## config.mk

```make
export PLATFORM = sky130hd
export DESIGN_NAME = plcr_link_control
export DESIGN_NICKNAME = d
export VERILOG_FILES = /design/src/rtl/plcr_pkg.sv /design/src/rtl/plcr_link_control.sv
export VERILOG_INCLUDE_DIRS = /design/src /design/src/rtl
export SDC_FILE = /design/constraint.sdc
export NUM_CORES = 1
export LEC_CHECK = 0
export BUFFER_PORTS_ARGS = -buffer_cell sky130_fd_sc_hd__buf_4
export CAP_MARGIN = 20
export CORE_ASPECT_RATIO = 1.4
export CORE_UTILIZATION = 40
export DETAILED_ROUTE_END_ITERATION = 10
export PLACE_DENSITY = 0.74
export SYNTH_ARGS = -nofsm -noshare
export SYNTH_HDL_FRONTEND = slang
export SYNTH_SLANG_ARGS = --single-unit
```

## constraint.sdc

```tcl
create_clock -name clk_sys -period 1.6 [get_ports clk_sys]
set_clock_uncertainty 0.1 [all_clocks]
set_input_delay 0.32 -clock clk_sys [delete_from_list [all_inputs] [get_ports clk_sys]]
set_output_delay 0.32 -clock clk_sys [all_outputs]
set_load 0.02 [all_outputs]
```

## src/rtl/plcr_cfg.svh

```systemverilog
//==========================================================================
//==========================================================================
`ifndef PLCR_CFG_SVH
`define PLCR_CFG_SVH

//==========================================================================
// Register offsets
`define PLCR_OFF_LINK_CONTROL 12'h050
`define PLCR_OFF_IRQ_STATUS 12'h100
`define PLCR_OFF_IRQ_CLEAR 12'h104
`define PLCR_OFF_IRQ_ENABLE 12'h108

//==========================================================================
// Link control field positions
`define PLCR_BIT_ASPM_LO 0
`define PLCR_BIT_ASPM_HI 1
`define PLCR_BIT_RCB 3
`define PLCR_BIT_LINK_DISABLE 4
`define PLCR_BIT_RETRAIN 5
`define PLCR_BIT_COMMON_CLOCK_CONFIG 6
`define PLCR_BIT_EXTENDED_SYNC 7
`define PLCR_BIT_CLKPM 8
`define PLCR_BIT_AWDIS 9
`define PLCR_BIT_BWIE 10
`define PLCR_BIT_ABWIE 11

//==========================================================================
// Interrupt register bit positions
`define PLCR_IRQ_BW_MGMT 0
`define PLCR_IRQ_AUTO_BW 1

//==========================================================================
// Reset values and encodings
`define PLCR_ASPM_DISABLED 2'h0
`define PLCR_ASPM_L0S 2'h1
`define PLCR_ASPM_L1 2'h2
`define PLCR_ASPM_BOTH 2'h3
`define PLCR_IRQ_EN_RESET 2'h3

`endif

```

## src/rtl/plcr_pkg.sv

```systemverilog
//==========================================================================
// Types shared by the link control block
package plcr_pkg;

  typedef enum logic [1:0] {
    PLCR_ASPM_OFF,
    PLCR_ASPM_L0S_ONLY,
    PLCR_ASPM_L1_ONLY,
    PLCR_ASPM_L0S_L1
  } plcr_aspm_t;

  // Whole block state, registered in one process
  typedef struct packed {
    logic [1:0] aspm;
    logic linkDisable;
    logic commonClock;
    logic extendedSync;
    logic autoWidthDisable;
    logic bwMgmtIrqEn;
    logic autoBwIrqEn;
    logic retrainPulse;
    logic retrainPending;
    logic [1:0] irqStatus;
    logic [1:0] irqEnable;
    logic [15:0] readData;
    logic irq;
  } plcr_state_t;

endpackage : plcr_pkg

```

## src/rtl/plcr_link_control.sv

```systemverilog
`timescale 1ns/1ps
`include "plcr_cfg.svh"

module plcr_link_control
  import plcr_pkg::*;
#(
  parameter int ADDR_W = 12
) (
  // Clock and reset
  input wire logic clk_sys,
  input wire logic nrst,
  // Register port
  input wire logic [ADDR_W-1:0] regAddr,
  input wire logic [15:0] regWdata,
  input wire logic regWr,
  input wire logic regRd,
  output logic [15:0] regRdata,
  // Port configuration, same clock
  input wire logic portIsUpstream,
  input wire logic registerUnlock,
  input wire logic legacyMode11,
  input wire logic bwNotificationCapable,
  // Serial EEPROM configuration load
  input wire logic eepromLoadValid,
  input wire logic [1:0] eepromAspm,
  // Physical layer events
  input wire logic retrainDone,
  input wire logic linkDownEvent,
  input wire logic reliabilityChange,
  input wire logic autonomousBwChange,
  // Controls to link and physical layers
  output logic aspmL0sEnable,
  output logic aspmL1Enable,
  output logic linkDisable,
  output logic retrainRecovery,
  output logic commonClockConfig,
  output logic extendedSync,
  output logic autoWidthDisable,
  output logic bwMgmtIrqEnable,
  output logic autoBwIrqEnable,
  // Interrupt
  output logic irq
);

  //==========================================================================
  // Elaboration checks
  // The highest offset, the interrupt enable register, needs nine address bits.
  // A narrower bus would alias the interrupt registers onto offsets 0x000 to 0x008,
  // so the build is refused rather than left to decode the wrong register.
  if (ADDR_W < 9) begin : g_addr_check
    $error("ADDR_W too small to reach the register offsets");
  end

  //==========================================================================
  // Qualifiers
  plcr_state_t state_r;
  plcr_state_t state_nxt;
  logic upstreamLocked;
  logic gen2Fields;
  logic bwEnAllowed;
  logic [15:0] ctlView;
  logic wrCtl;
  logic wrClr;
  logic wrEn;
  logic retrainWrite;
  logic [1:0] bwEvent;

  // Upstream controls stay inert until switch control unlocks them.
  // Configuration inputs are on this clock, so no synchroniser is needed.
  assign upstreamLocked = portIsUpstream & ~registerUnlock;
  assign gen2Fields = ~legacyMode11;
  assign bwEnAllowed = bwNotificationCapable & gen2Fields;

  assign wrCtl = regWr & (regAddr == ADDR_W'(`PLCR_OFF_LINK_CONTROL));
  assign wrClr = regWr & (regAddr == ADDR_W'(`PLCR_OFF_IRQ_CLEAR));
  assign wrEn = regWr & (regAddr == ADDR_W'(`PLCR_OFF_IRQ_ENABLE));
  assign retrainWrite = wrCtl & regWdata[`PLCR_BIT_RETRAIN] & ~upstreamLocked;

  // Software view of the link control register
  always_comb begin
    ctlView = 16'h0000;
    ctlView[`PLCR_BIT_ASPM_HI:`PLCR_BIT_ASPM_LO] = state_r.aspm;
    ctlView[`PLCR_BIT_LINK_DISABLE] = state_r.linkDisable & ~upstreamLocked;
    ctlView[`PLCR_BIT_COMMON_CLOCK_CONFIG] = state_r.commonClock;
    ctlView[`PLCR_BIT_EXTENDED_SYNC] = state_r.extendedSync;
    ctlView[`PLCR_BIT_AWDIS] = state_r.autoWidthDisable & gen2Fields;
    ctlView[`PLCR_BIT_BWIE] = state_r.bwMgmtIrqEn & bwEnAllowed;
    ctlView[`PLCR_BIT_ABWIE] = state_r.autoBwIrqEn & bwEnAllowed;
  end

  // Bandwidth events only count when the link did not go down meanwhile.
  // A retrain completion is only ours if software asked for the retraining.
  always_comb begin
    bwEvent = 2'h0;
    bwEvent[`PLCR_IRQ_BW_MGMT] = bwEnAllowed & ~linkDownEvent &
      ((state_r.retrainPending & retrainDone) | reliabilityChange);
    bwEvent[`PLCR_IRQ_AUTO_BW] = bwEnAllowed & ~linkDownEvent & autonomousBwChange;
  end

  //==========================================================================
  // Next state
  always_comb begin
    state_nxt = state_r;
    state_nxt.retrainPulse = 1'b0;
    // Configuration load replaces the reset encoding
    if (eepromLoadValid) begin
      state_nxt.aspm = eepromAspm;
    end
    // All fields of a retraining write land with the pulse
    if (wrCtl) begin
      state_nxt.aspm = regWdata[`PLCR_BIT_ASPM_HI:`PLCR_BIT_ASPM_LO];
      if (!upstreamLocked) begin
        state_nxt.linkDisable = regWdata[`PLCR_BIT_LINK_DISABLE];
      end
      state_nxt.commonClock = regWdata[`PLCR_BIT_COMMON_CLOCK_CONFIG];
      state_nxt.extendedSync = regWdata[`PLCR_BIT_EXTENDED_SYNC];
      if (gen2Fields) begin
        state_nxt.autoWidthDisable = regWdata[`PLCR_BIT_AWDIS];
      end
      if (bwEnAllowed) begin
        state_nxt.bwMgmtIrqEn = regWdata[`PLCR_BIT_BWIE];
        state_nxt.autoBwIrqEn = regWdata[`PLCR_BIT_ABWIE];
      end
    end
    state_nxt.retrainPulse = retrainWrite;
    // Track a software retraining until it finishes or the link drops
    if (retrainWrite) begin
      state_nxt.retrainPending = 1'b1;
    end else if (retrainDone || linkDownEvent) begin
      state_nxt.retrainPending = 1'b0;
    end
    if (wrEn) begin
      state_nxt.irqEnable = regWdata[1:0];
    end
    // Clear first, then set, so a same-cycle event is kept.
    // Losing an event to a racing clear would hide a real bandwidth change.
    if (wrClr) begin
      state_nxt.irqStatus = state_r.irqStatus & ~regWdata[1:0];
    end
    state_nxt.irqStatus = state_nxt.irqStatus | bwEvent;
    // Read data stand only in the cycle after the strobe
    state_nxt.readData = 16'h0000;
    if (regRd) begin
      if (regAddr == ADDR_W'(`PLCR_OFF_LINK_CONTROL)) begin
        state_nxt.readData = ctlView;
      end else if (regAddr == ADDR_W'(`PLCR_OFF_IRQ_STATUS)) begin
        state_nxt.readData = {14'h0000, state_r.irqStatus};
      end else if (regAddr == ADDR_W'(`PLCR_OFF_IRQ_ENABLE)) begin
        state_nxt.readData = {14'h0000, state_r.irqEnable};
      end
    end
    // Level interrupt from next status so it tracks the sticky bits exactly
    state_nxt.irq = (state_nxt.irqStatus[`PLCR_IRQ_BW_MGMT] & state_nxt.irqEnable[`PLCR_IRQ_BW_MGMT] &
                     state_nxt.bwMgmtIrqEn & bwEnAllowed) |
                    (state_nxt.irqStatus[`PLCR_IRQ_AUTO_BW] & state_nxt.irqEnable[`PLCR_IRQ_AUTO_BW] &
                     state_nxt.autoBwIrqEn & bwEnAllowed);
  end

  //==========================================================================
  // State register
  always_ff @(posedge clk_sys or negedge nrst) begin
    if (!nrst) begin
      state_r <= '0;
      state_r.aspm <= `PLCR_ASPM_DISABLED;
      state_r.irqEnable <= `PLCR_IRQ_EN_RESET;
    end else begin
      state_r <= state_nxt;
    end
  end

  //==========================================================================
  // Outputs straight from flops
  assign regRdata = state_r.readData;
  assign aspmL0sEnable = state_r.aspm[`PLCR_BIT_ASPM_LO];
  assign aspmL1Enable = state_r.aspm[`PLCR_BIT_ASPM_HI];
  assign linkDisable = state_r.linkDisable;
  assign retrainRecovery = state_r.retrainPulse;
  assign commonClockConfig = state_r.commonClock;
  assign extendedSync = state_r.extendedSync;
  assign autoWidthDisable = state_r.autoWidthDisable;
  assign bwMgmtIrqEnable = state_r.bwMgmtIrqEn;
  assign autoBwIrqEnable = state_r.autoBwIrqEn;
  assign irq = state_r.irq;
endmodule : plcr_link_control

```

==> impl_metrics.py, run 1 <==
metrics = {
    "run_status": {
        "status": "finished, final reports clean",
    },
    "placement": {
        "io_buffers": 53,
        "routabilityCongestion": 0.835,
        "dpl_cell_area_um2": 1610,
        "dp_hpwl_um": 2110,
    },
    "floorplanning": {
        "die_w_um": 48.4,
        "chipHeight_um": 66.9,
        "core_um2": 2880,
        "initial_core_util": 0.419,
        "dieArea_um2": 3240,
        "io_pins": 69,
        "rows": 23,
    },
    "drt": {
        "drt_first_iter_violations": 10,
        "avgViaCountPerCell": 4.77,
        "num_vias": 935,
        "drc": 0,
        "wl_per_cell_um": 13.3,
        "first_pass_iters": 4,
        "postRouteAntennaNets": 0,
        "finalWirelength_um": 2610,
    },
    "synth": {
        "synthArstFlopShare": 1.00,
        "avgSynthCellArea_um2": 11.7,
        "synth.yosys.seq_area_share": 0.480,
        "syn_area_um2": 1200,
        "synth_edf_count": 0,
        "ys_ff_latch": 23,
        "yosys_warnings": 0,
        "synthFlopType": "dfrtp_1",
        "ys_types": 30,
        "netlist_instances": 103,
    },
    "power_and_ir_drop": {
        "p_sw_frac": 0.236,
        "peakVddDrop_mv": 0.375,
        "p_seq_frac": 0.531,
        "power_density_nw_per_um2": 670,
        "p_int_uw": 851,
        "power_frac_comb": 0.148,
        "p_sw_uw": 263,
        "power.share.clock": 0.321,
        "power_leakage_nw": 0.846,
    },
    "sta": {
        "hold_violations": 0,
        "drv_slew": 0,
        "fmax_mhz": 692,
        "period_share": 0.903,
        "setup_viol": 0,
        "period_needed_ns": 1.44,
        "grt_setup_unrepaired": "no",
    },
    "worst_setup_path": {
        "cp.arrival_ns": 1.50,
        "worst_path_max_delay_cell": "a221o_1",
        "slowest_delay_ns": 0.36,
        "worstSetupPathType": "in -> reg",
        "crit_path_start_kind": "input port",
        "crit_chain": "buf_4 > nor4_4 > buf_4 > nand4_1 > a221o_1 > nand3_2 > a21oi_2",
        "setup.worst_path.end_class": "flop",
        "cp_common_cell": "buf_4",
        "worst_ep_required_time_ns": 1.65,
        "worstPathMaxFanout": 6,
    },
    "clocking": {
        "htree_num_levels": 1,
        "cts_resized": 0,
        "clkSinkCount": 23,
        "root_buffer": "clkbuf_8",
        "cts_buffer_depth": 2,
        "clk_latency_ns": 0.26,
        "post_cts_buffers": 0,
        "cts_buffers": 3,
        "cts_tree": "built",
        "cts.clk_slew.worst_paths_ns": 0.08,
        "ctsHoldBuffers": 1,
    },
    "final_layout": {
        "post-route-util": 0.578,
        "n_antenna_cell": 0,
        "nets": 203,
        "layout-drive-gt1-share": 0.541,
        "final_common_cell": "buf_4",
        "design_area_um2": 1660,
        "area_growth_pct": 38.0,
        "final_cell_mix": "buf_4 (60), dfrtp_1 (21), mux2_2 (11), nor2_1 (11), conb_1 (8)",
    },
    "grt": {
        "antenna_found_initial": 0,
        "grt_pass1_wl_um": 4290,
        "overflow": 0,
        "grt_pass1_vias": 959,
        "grt_max_degree": 24,
        "grt_usage": 0.179,
    },
    "flow_run": {
        "drv_cap": 0,
    },
    "hold_path": {
        "min-delay-path-class": "in -> reg",
    },
}
[layout make-up]
cell class	instances	area (um^2)
clock buffers	4	45.0
fillers	253	1210
inverters	2	7.51
multi-input cells	69	526
flip-flops and latches	23	578
well taps	37	46.3
repair buffers	61	460
[cell families (layout without fill, tap and decap cells)]
| family | count (synthesis) | in the layout | share of synthesized area |
|---|---|---|---|
| buffers and inverters | 18 | 67 | 0.106 |
| and+or+nand+nor | 39 | 39 | 0.238 |
| other | 1 | 8 | 0.00311 |
| AOI/OAI and AO/OA | 9 | 9 | 0.0540 |
| muxes | 13 | 13 | 0.119 |
| DFF | 23 | 23 | 0.480 |
[routing by layer]
| metal | wire length [um] | up-vias | global-route usage |
|---|---|---|---|
| li1 | - | 449 | - |
| met1 | 998 | 446 | 0.183 |
| met2 | 1440 | 35 | 0.340 |
| met3 | 105 | 5 | 0.0274 |
| met4 | 72 | 0 | 0.110 |
| met5 | 0 | - | 0 |
[Yosys cell counts (all sizes together) (2+ instances only)]
cell type / number / area (um^2)
a21oi: 4 / 23.8
a22oi: 2 / 15.0
and2: 2 / 12.5
and3: 2 / 15.0
and3b: 2 / 17.5
buf: 16 / 120
dfrtp: 21 / 526
dfstp: 2 / 52.6
inv: 2 / 7.51
mux2: 11 / 124
mux2i: 2 / 20.0
nand2b: 2 / 12.5
nand3: 2 / 20.0
nand4: 4 / 40.0
nor2: 11 / 41.3
nor2b: 4 / 25.0
nor3: 2 / 15.0
nor3b: 3 / 22.5
[flip-flops by register name (all words and copies together) (netlist names)]
register,flops
aspmL0sEnable,1
aspmL1Enable,1
autoBwIrqEnable,1
autoWidthDisable,1
bwMgmtIrqEnable,1
commonClockConfig,1
extendedSync,1
irq,1
linkDisable,1
regRdata,8
retrainRecovery,1
state_r,5
[final timing paths]
check                                        start                       to  slack (ns)  cells after the start
setup / recovery                       regAddr[11]            irq$_DFF_PN0_        0.16                      7
hold / removal                        legacyMode11    regRdata[9]$_DFF_PN0_        0.14                      2
setup reg to reg             state_r[20]$_DFF_PN0_            irq$_DFF_PN0_        0.39                      4
hold reg to reg            state_r[21]$_DFFE_PN0P_  state_r[21]$_DFFE_PN0P_        0.39                      1
max in group asynchronous                     nrst    state_r[17]$_DFF_PN1_        0.74                      2
min in group asynchronous                     nrst   regRdata[10]$_DFF_PN0_        0.38                      2
[power by group through the flow]
stage	combinational, mW	sequential [mW]	clock [mW]
floorplan	0.0634	0.609	0
global placement	0.160	0.603	0
detailed placement	0.164	0.603	0
CTS	0.166	0.592	0.369
global route	0.179	0.593	0.402
finish	0.165	0.592	0.357
[stage by stage]
step	hold WS (ns)	power (mW)	setup WS, ns	setup TNS [ns]	cells
after floorplan	-0.0756	0.673	0.0137	0	110
after global placement	0.120	0.763	-0.120	-0.964	191
after detailed placement	0.129	0.767	-0.126	-0.985	191
after CTS	0.135	1.13	0.134	0	196
after global routing	0.127	1.17	0.0973	0	196
final	0.137	1.11	0.155	0	196
[worst max-delay path, delay by kind of cell]
family	cells	cell delay (ns)
buffers and inverters	2	0.30
and+or+nand+nor	3	0.47
AOI/OAI and AO/OA	2	0.41
No activity file was read; power rests on OpenSTA's default activity.
==> run 2: changes to the inputs <==
Settings changed: ABC_AREA set to 1, PLACE_DENSITY 0.74 to 0.72, SLEW_MARGIN set to 20.
Clock period 1.6 ns to 1.7 ns, I/O delays scaled along.
==> run 2 against run 1 <==
Design area increased by 4.5%. Clock power decreased by 7.0%. Combinational power is essentially flat. Synthesized cell count increased by 59%. Highest routed layer unchanged. Largest power group unchanged. Utilization is 2.7 points lower. Largest cell class unchanged.
==> impl_metrics.py, run 2 <==
metrics = {
    "run_status": {
        "status": "finished, final reports clean",
    },
    "placement": {
        "pre_cts_slack_ns": 0.198,
        "io_buffers": 53,
        "routabilityCongestion": 0.886,
        "dp_hpwl_um": 2100,
    },
    "worst_setup_path": {
        "reg2reg_depth": 8,
        "crit_chain": "buf_4",
        "worst_ep_required_time_ns": 1.26,
        "ff2ff_setup_slack_ns": 0.54,
        "worstPathMaxFanout": 3,
        "slowest_delay_ns": 0.41,
        "reg2reg_from": "bwMgmtIrqEnable$_DFF_PN0_",
        "crit_family": "flip-flops",
        "cp.arrival_ns": 0.85,
        "worst_path_max_delay_cell": "dfrtp_1",
        "crit_buf_inv": 1,
        "worst_r2r_endpoint": "irq$_DFF_PN0_",
        "setup.worst_path.end_class": "output pin",
        "crit_path_start_kind": "flop",
        "worstSetupPathType": "reg -> out",
    },
    "synth": {
        "yosys_warnings": 0,
        "ys_top_cells_by_count": "nand2_1 (27), inv_1 (24), dfrtp_1 (21), nand3_1 (18), buf_4 (17)",
        "synth_edf_count": 0,
        "netlist_top_cells_area": "dfrtp_1 (39%), buf_4 (9.5%), nand2_1 (7.6%)",
        "yosys.area.top_type_share": 0.393,
        "avgSynthCellArea_um2": 8.16,
        "synthFlopType": "dfrtp_1",
        "ys_types": 27,
        "yosysMostFrequentCell": "nand2_1",
        "synthArstFlopShare": 1.00,
        "syn_area_um2": 1340,
        "yosysTopAreaCell": "dfrtp_1",
        "synth.yosys.seq_area_share": 0.432,
        "netlist_instances": 164,
        "ys_ff_latch": 23,
    },
    "power_and_ir_drop": {
        "peakVddDrop_mv": 0.329,
        "power_leakage_nw": 0.985,
        "power_density_nw_per_um2": 609,
    },
    "final_layout": {
        "layout-drive-gt1-share": 0.354,
        "nets": 256,
        "final_cell_mix": "buf_4 (53), nand2_1 (27), inv_1 (24)",
        "area_growth_pct": 29.9,
        "n_antenna_cell": 0,
        "largest_reg_flops": 8,
        "fillers": 310,
        "final_common_cell": "buf_4",
    },
    "grt": {
        "grt_usage": 0.164,
        "overflow": 0,
        "grt_max_degree": 24,
        "grt_pass1_wl_um": 4520,
        "antenna_found_initial": 0,
        "grt_pass1_vias": 1099,
    },
    "drt": {
        "drc": 0,
        "num_vias": 1162,
        "wl_per_cell_um": 10.4,
        "first_pass_iters": 4,
        "finalWirelength_um": 2620,
        "postRouteAntennaNets": 0,
        "drt_first_iter_violations": 32,
        "avgViaCountPerCell": 4.63,
    },
    "hold_path": {
        "min-delay-path-class": "in -> reg",
        "hold_end": "regRdata[9]$_DFF_PN0_",
        "whs_path_depth": 2,
        "hold_start": "legacyMode11",
    },
    "sta": {
        "period_needed_ns": 1.29,
        "hold_violations": 0,
        "period_share": 0.756,
        "layout_setup_ws_ns": 0.414,
        "fin_setup_tns_ns": 0,
        "fmax_mhz": 778,
        "drv_slew": 0,
        "grt_setup_unrepaired": "no",
        "setup_viol": 0,
    },
    "clocking": {
        "clk_latency_ns": 0.26,
        "cts_resized": 0,
        "cts.clk_slew.worst_paths_ns": 0.08,
        "cts_tree": "built",
        "cts_buffers": 3,
        "htree_num_levels": 1,
        "root_buffer": "clkbuf_8",
        "cts_buffer_depth": 2,
        "clkSinkCount": 23,
    },
    "floorplanning": {
        "chipHeight_um": 70.4,
        "die_w_um": 50.9,
        "dieArea_um2": 3580,
        "initial_core_util": 0.424,
        "core_um2": 3150,
        "io_pins": 69,
        "rows": 24,
    },
    "flow_run": {
        "drv_cap": 0,
    },
}
run 2: repair_timing:
item                      4_1_cts  5_1_grt
buffers inserted                0        0
hold endpoints to repair       21        0
hold buffers                    1        0
run 2: power breakdown:
part | internal (mW) | switching, mW | total [mW]
Clock | 0.167 | 0.165 | 0.332
Sequential | 0.555 | 0.00618 | 0.561
Combinational | 0.0757 | 0.0894 | 0.165
run 2: area by class of cell:
type	count	area [um^2]	share of cell area
Clock buffer	4	45.0	0.0259
Tap cell	39	48.8	0.0281
Multi-Input combinational cell	104	552	0.317
Sequential cell	23	578	0.333
Timing Repair Buffer	54	408	0.235
Inverter	27	106	0.0612
run 2: kinds of logic (layout without fill, tap and decap cells):
group                  after synthesis  after routing  share of synthesized area
DFF                                 23             23                      0.432
and+or+nand+nor                     88             88                      0.355
AOI/OAI and AO/OA                    8              8                     0.0346
buffers and inverters               44             85                      0.175
other                                1              8                    0.00280
run 2: worst reg2reg max path, cell delays in order, from the launching register on:
cell and delay, ns:
dfrtp_1 0.41, nand2_1 0.08, nand2_1 0.04, inv_1 0.05, nand4_1 0.09, nand2_1 0.08, clkinv_1 0.08, nand4_1 0.07
nand2_1 0.06
run 2: per-layer routing:
layer,global-route usage,part of all wire,up-vias
met3,0.0196,0.050,5
li1,-,-,596
met4,0.0617,0.013,0
met2,0.302,0.55,40
met1,0.185,0.39,521
met5,0,0,-
run 2: through the flow:
| step | hold slack [ns] | instances | area (um^2) | utilization | total power [mW] |
|---|---|---|---|---|---|
| detailed placement | 0.150 | 246 | 1680 | 0.534 | 0.736 |
| CTS | 0.148 | 251 | 1740 | 0.551 | 1.07 |
| floorplan | -0.0556 | 171 | 1360 | - | 0.653 |
| finish | 0.151 | 251 | 1740 | 0.551 | 1.06 |
| global route | 0.146 | 251 | 1740 | 0.551 | 1.10 |
| global placement | 0.146 | 246 | 1680 | 0.534 | 0.735 |
run 2: how the worst max path moves through the flow:
stage                         startpoint  slack, ns                       to  cells after the start
5_1_grt                       regAddr[5]       0.32            irq$_DFF_PN0_                      9
3_5_place_dp                 regAddr[11]       0.20            irq$_DFF_PN0_                      9
3_3_place_gp                 regAddr[11]       0.21            irq$_DFF_PN0_                      9
4_1_cts         aspmL1Enable$_DFFE_PN0P_       0.42             aspmL1Enable                      1
6_report       aspmL0sEnable$_DFFE_PN0P_       0.41            aspmL0sEnable                      1
2_1_floorplan                regAddr[11]       0.43  linkDisable$_DFFE_PN0P_                      8
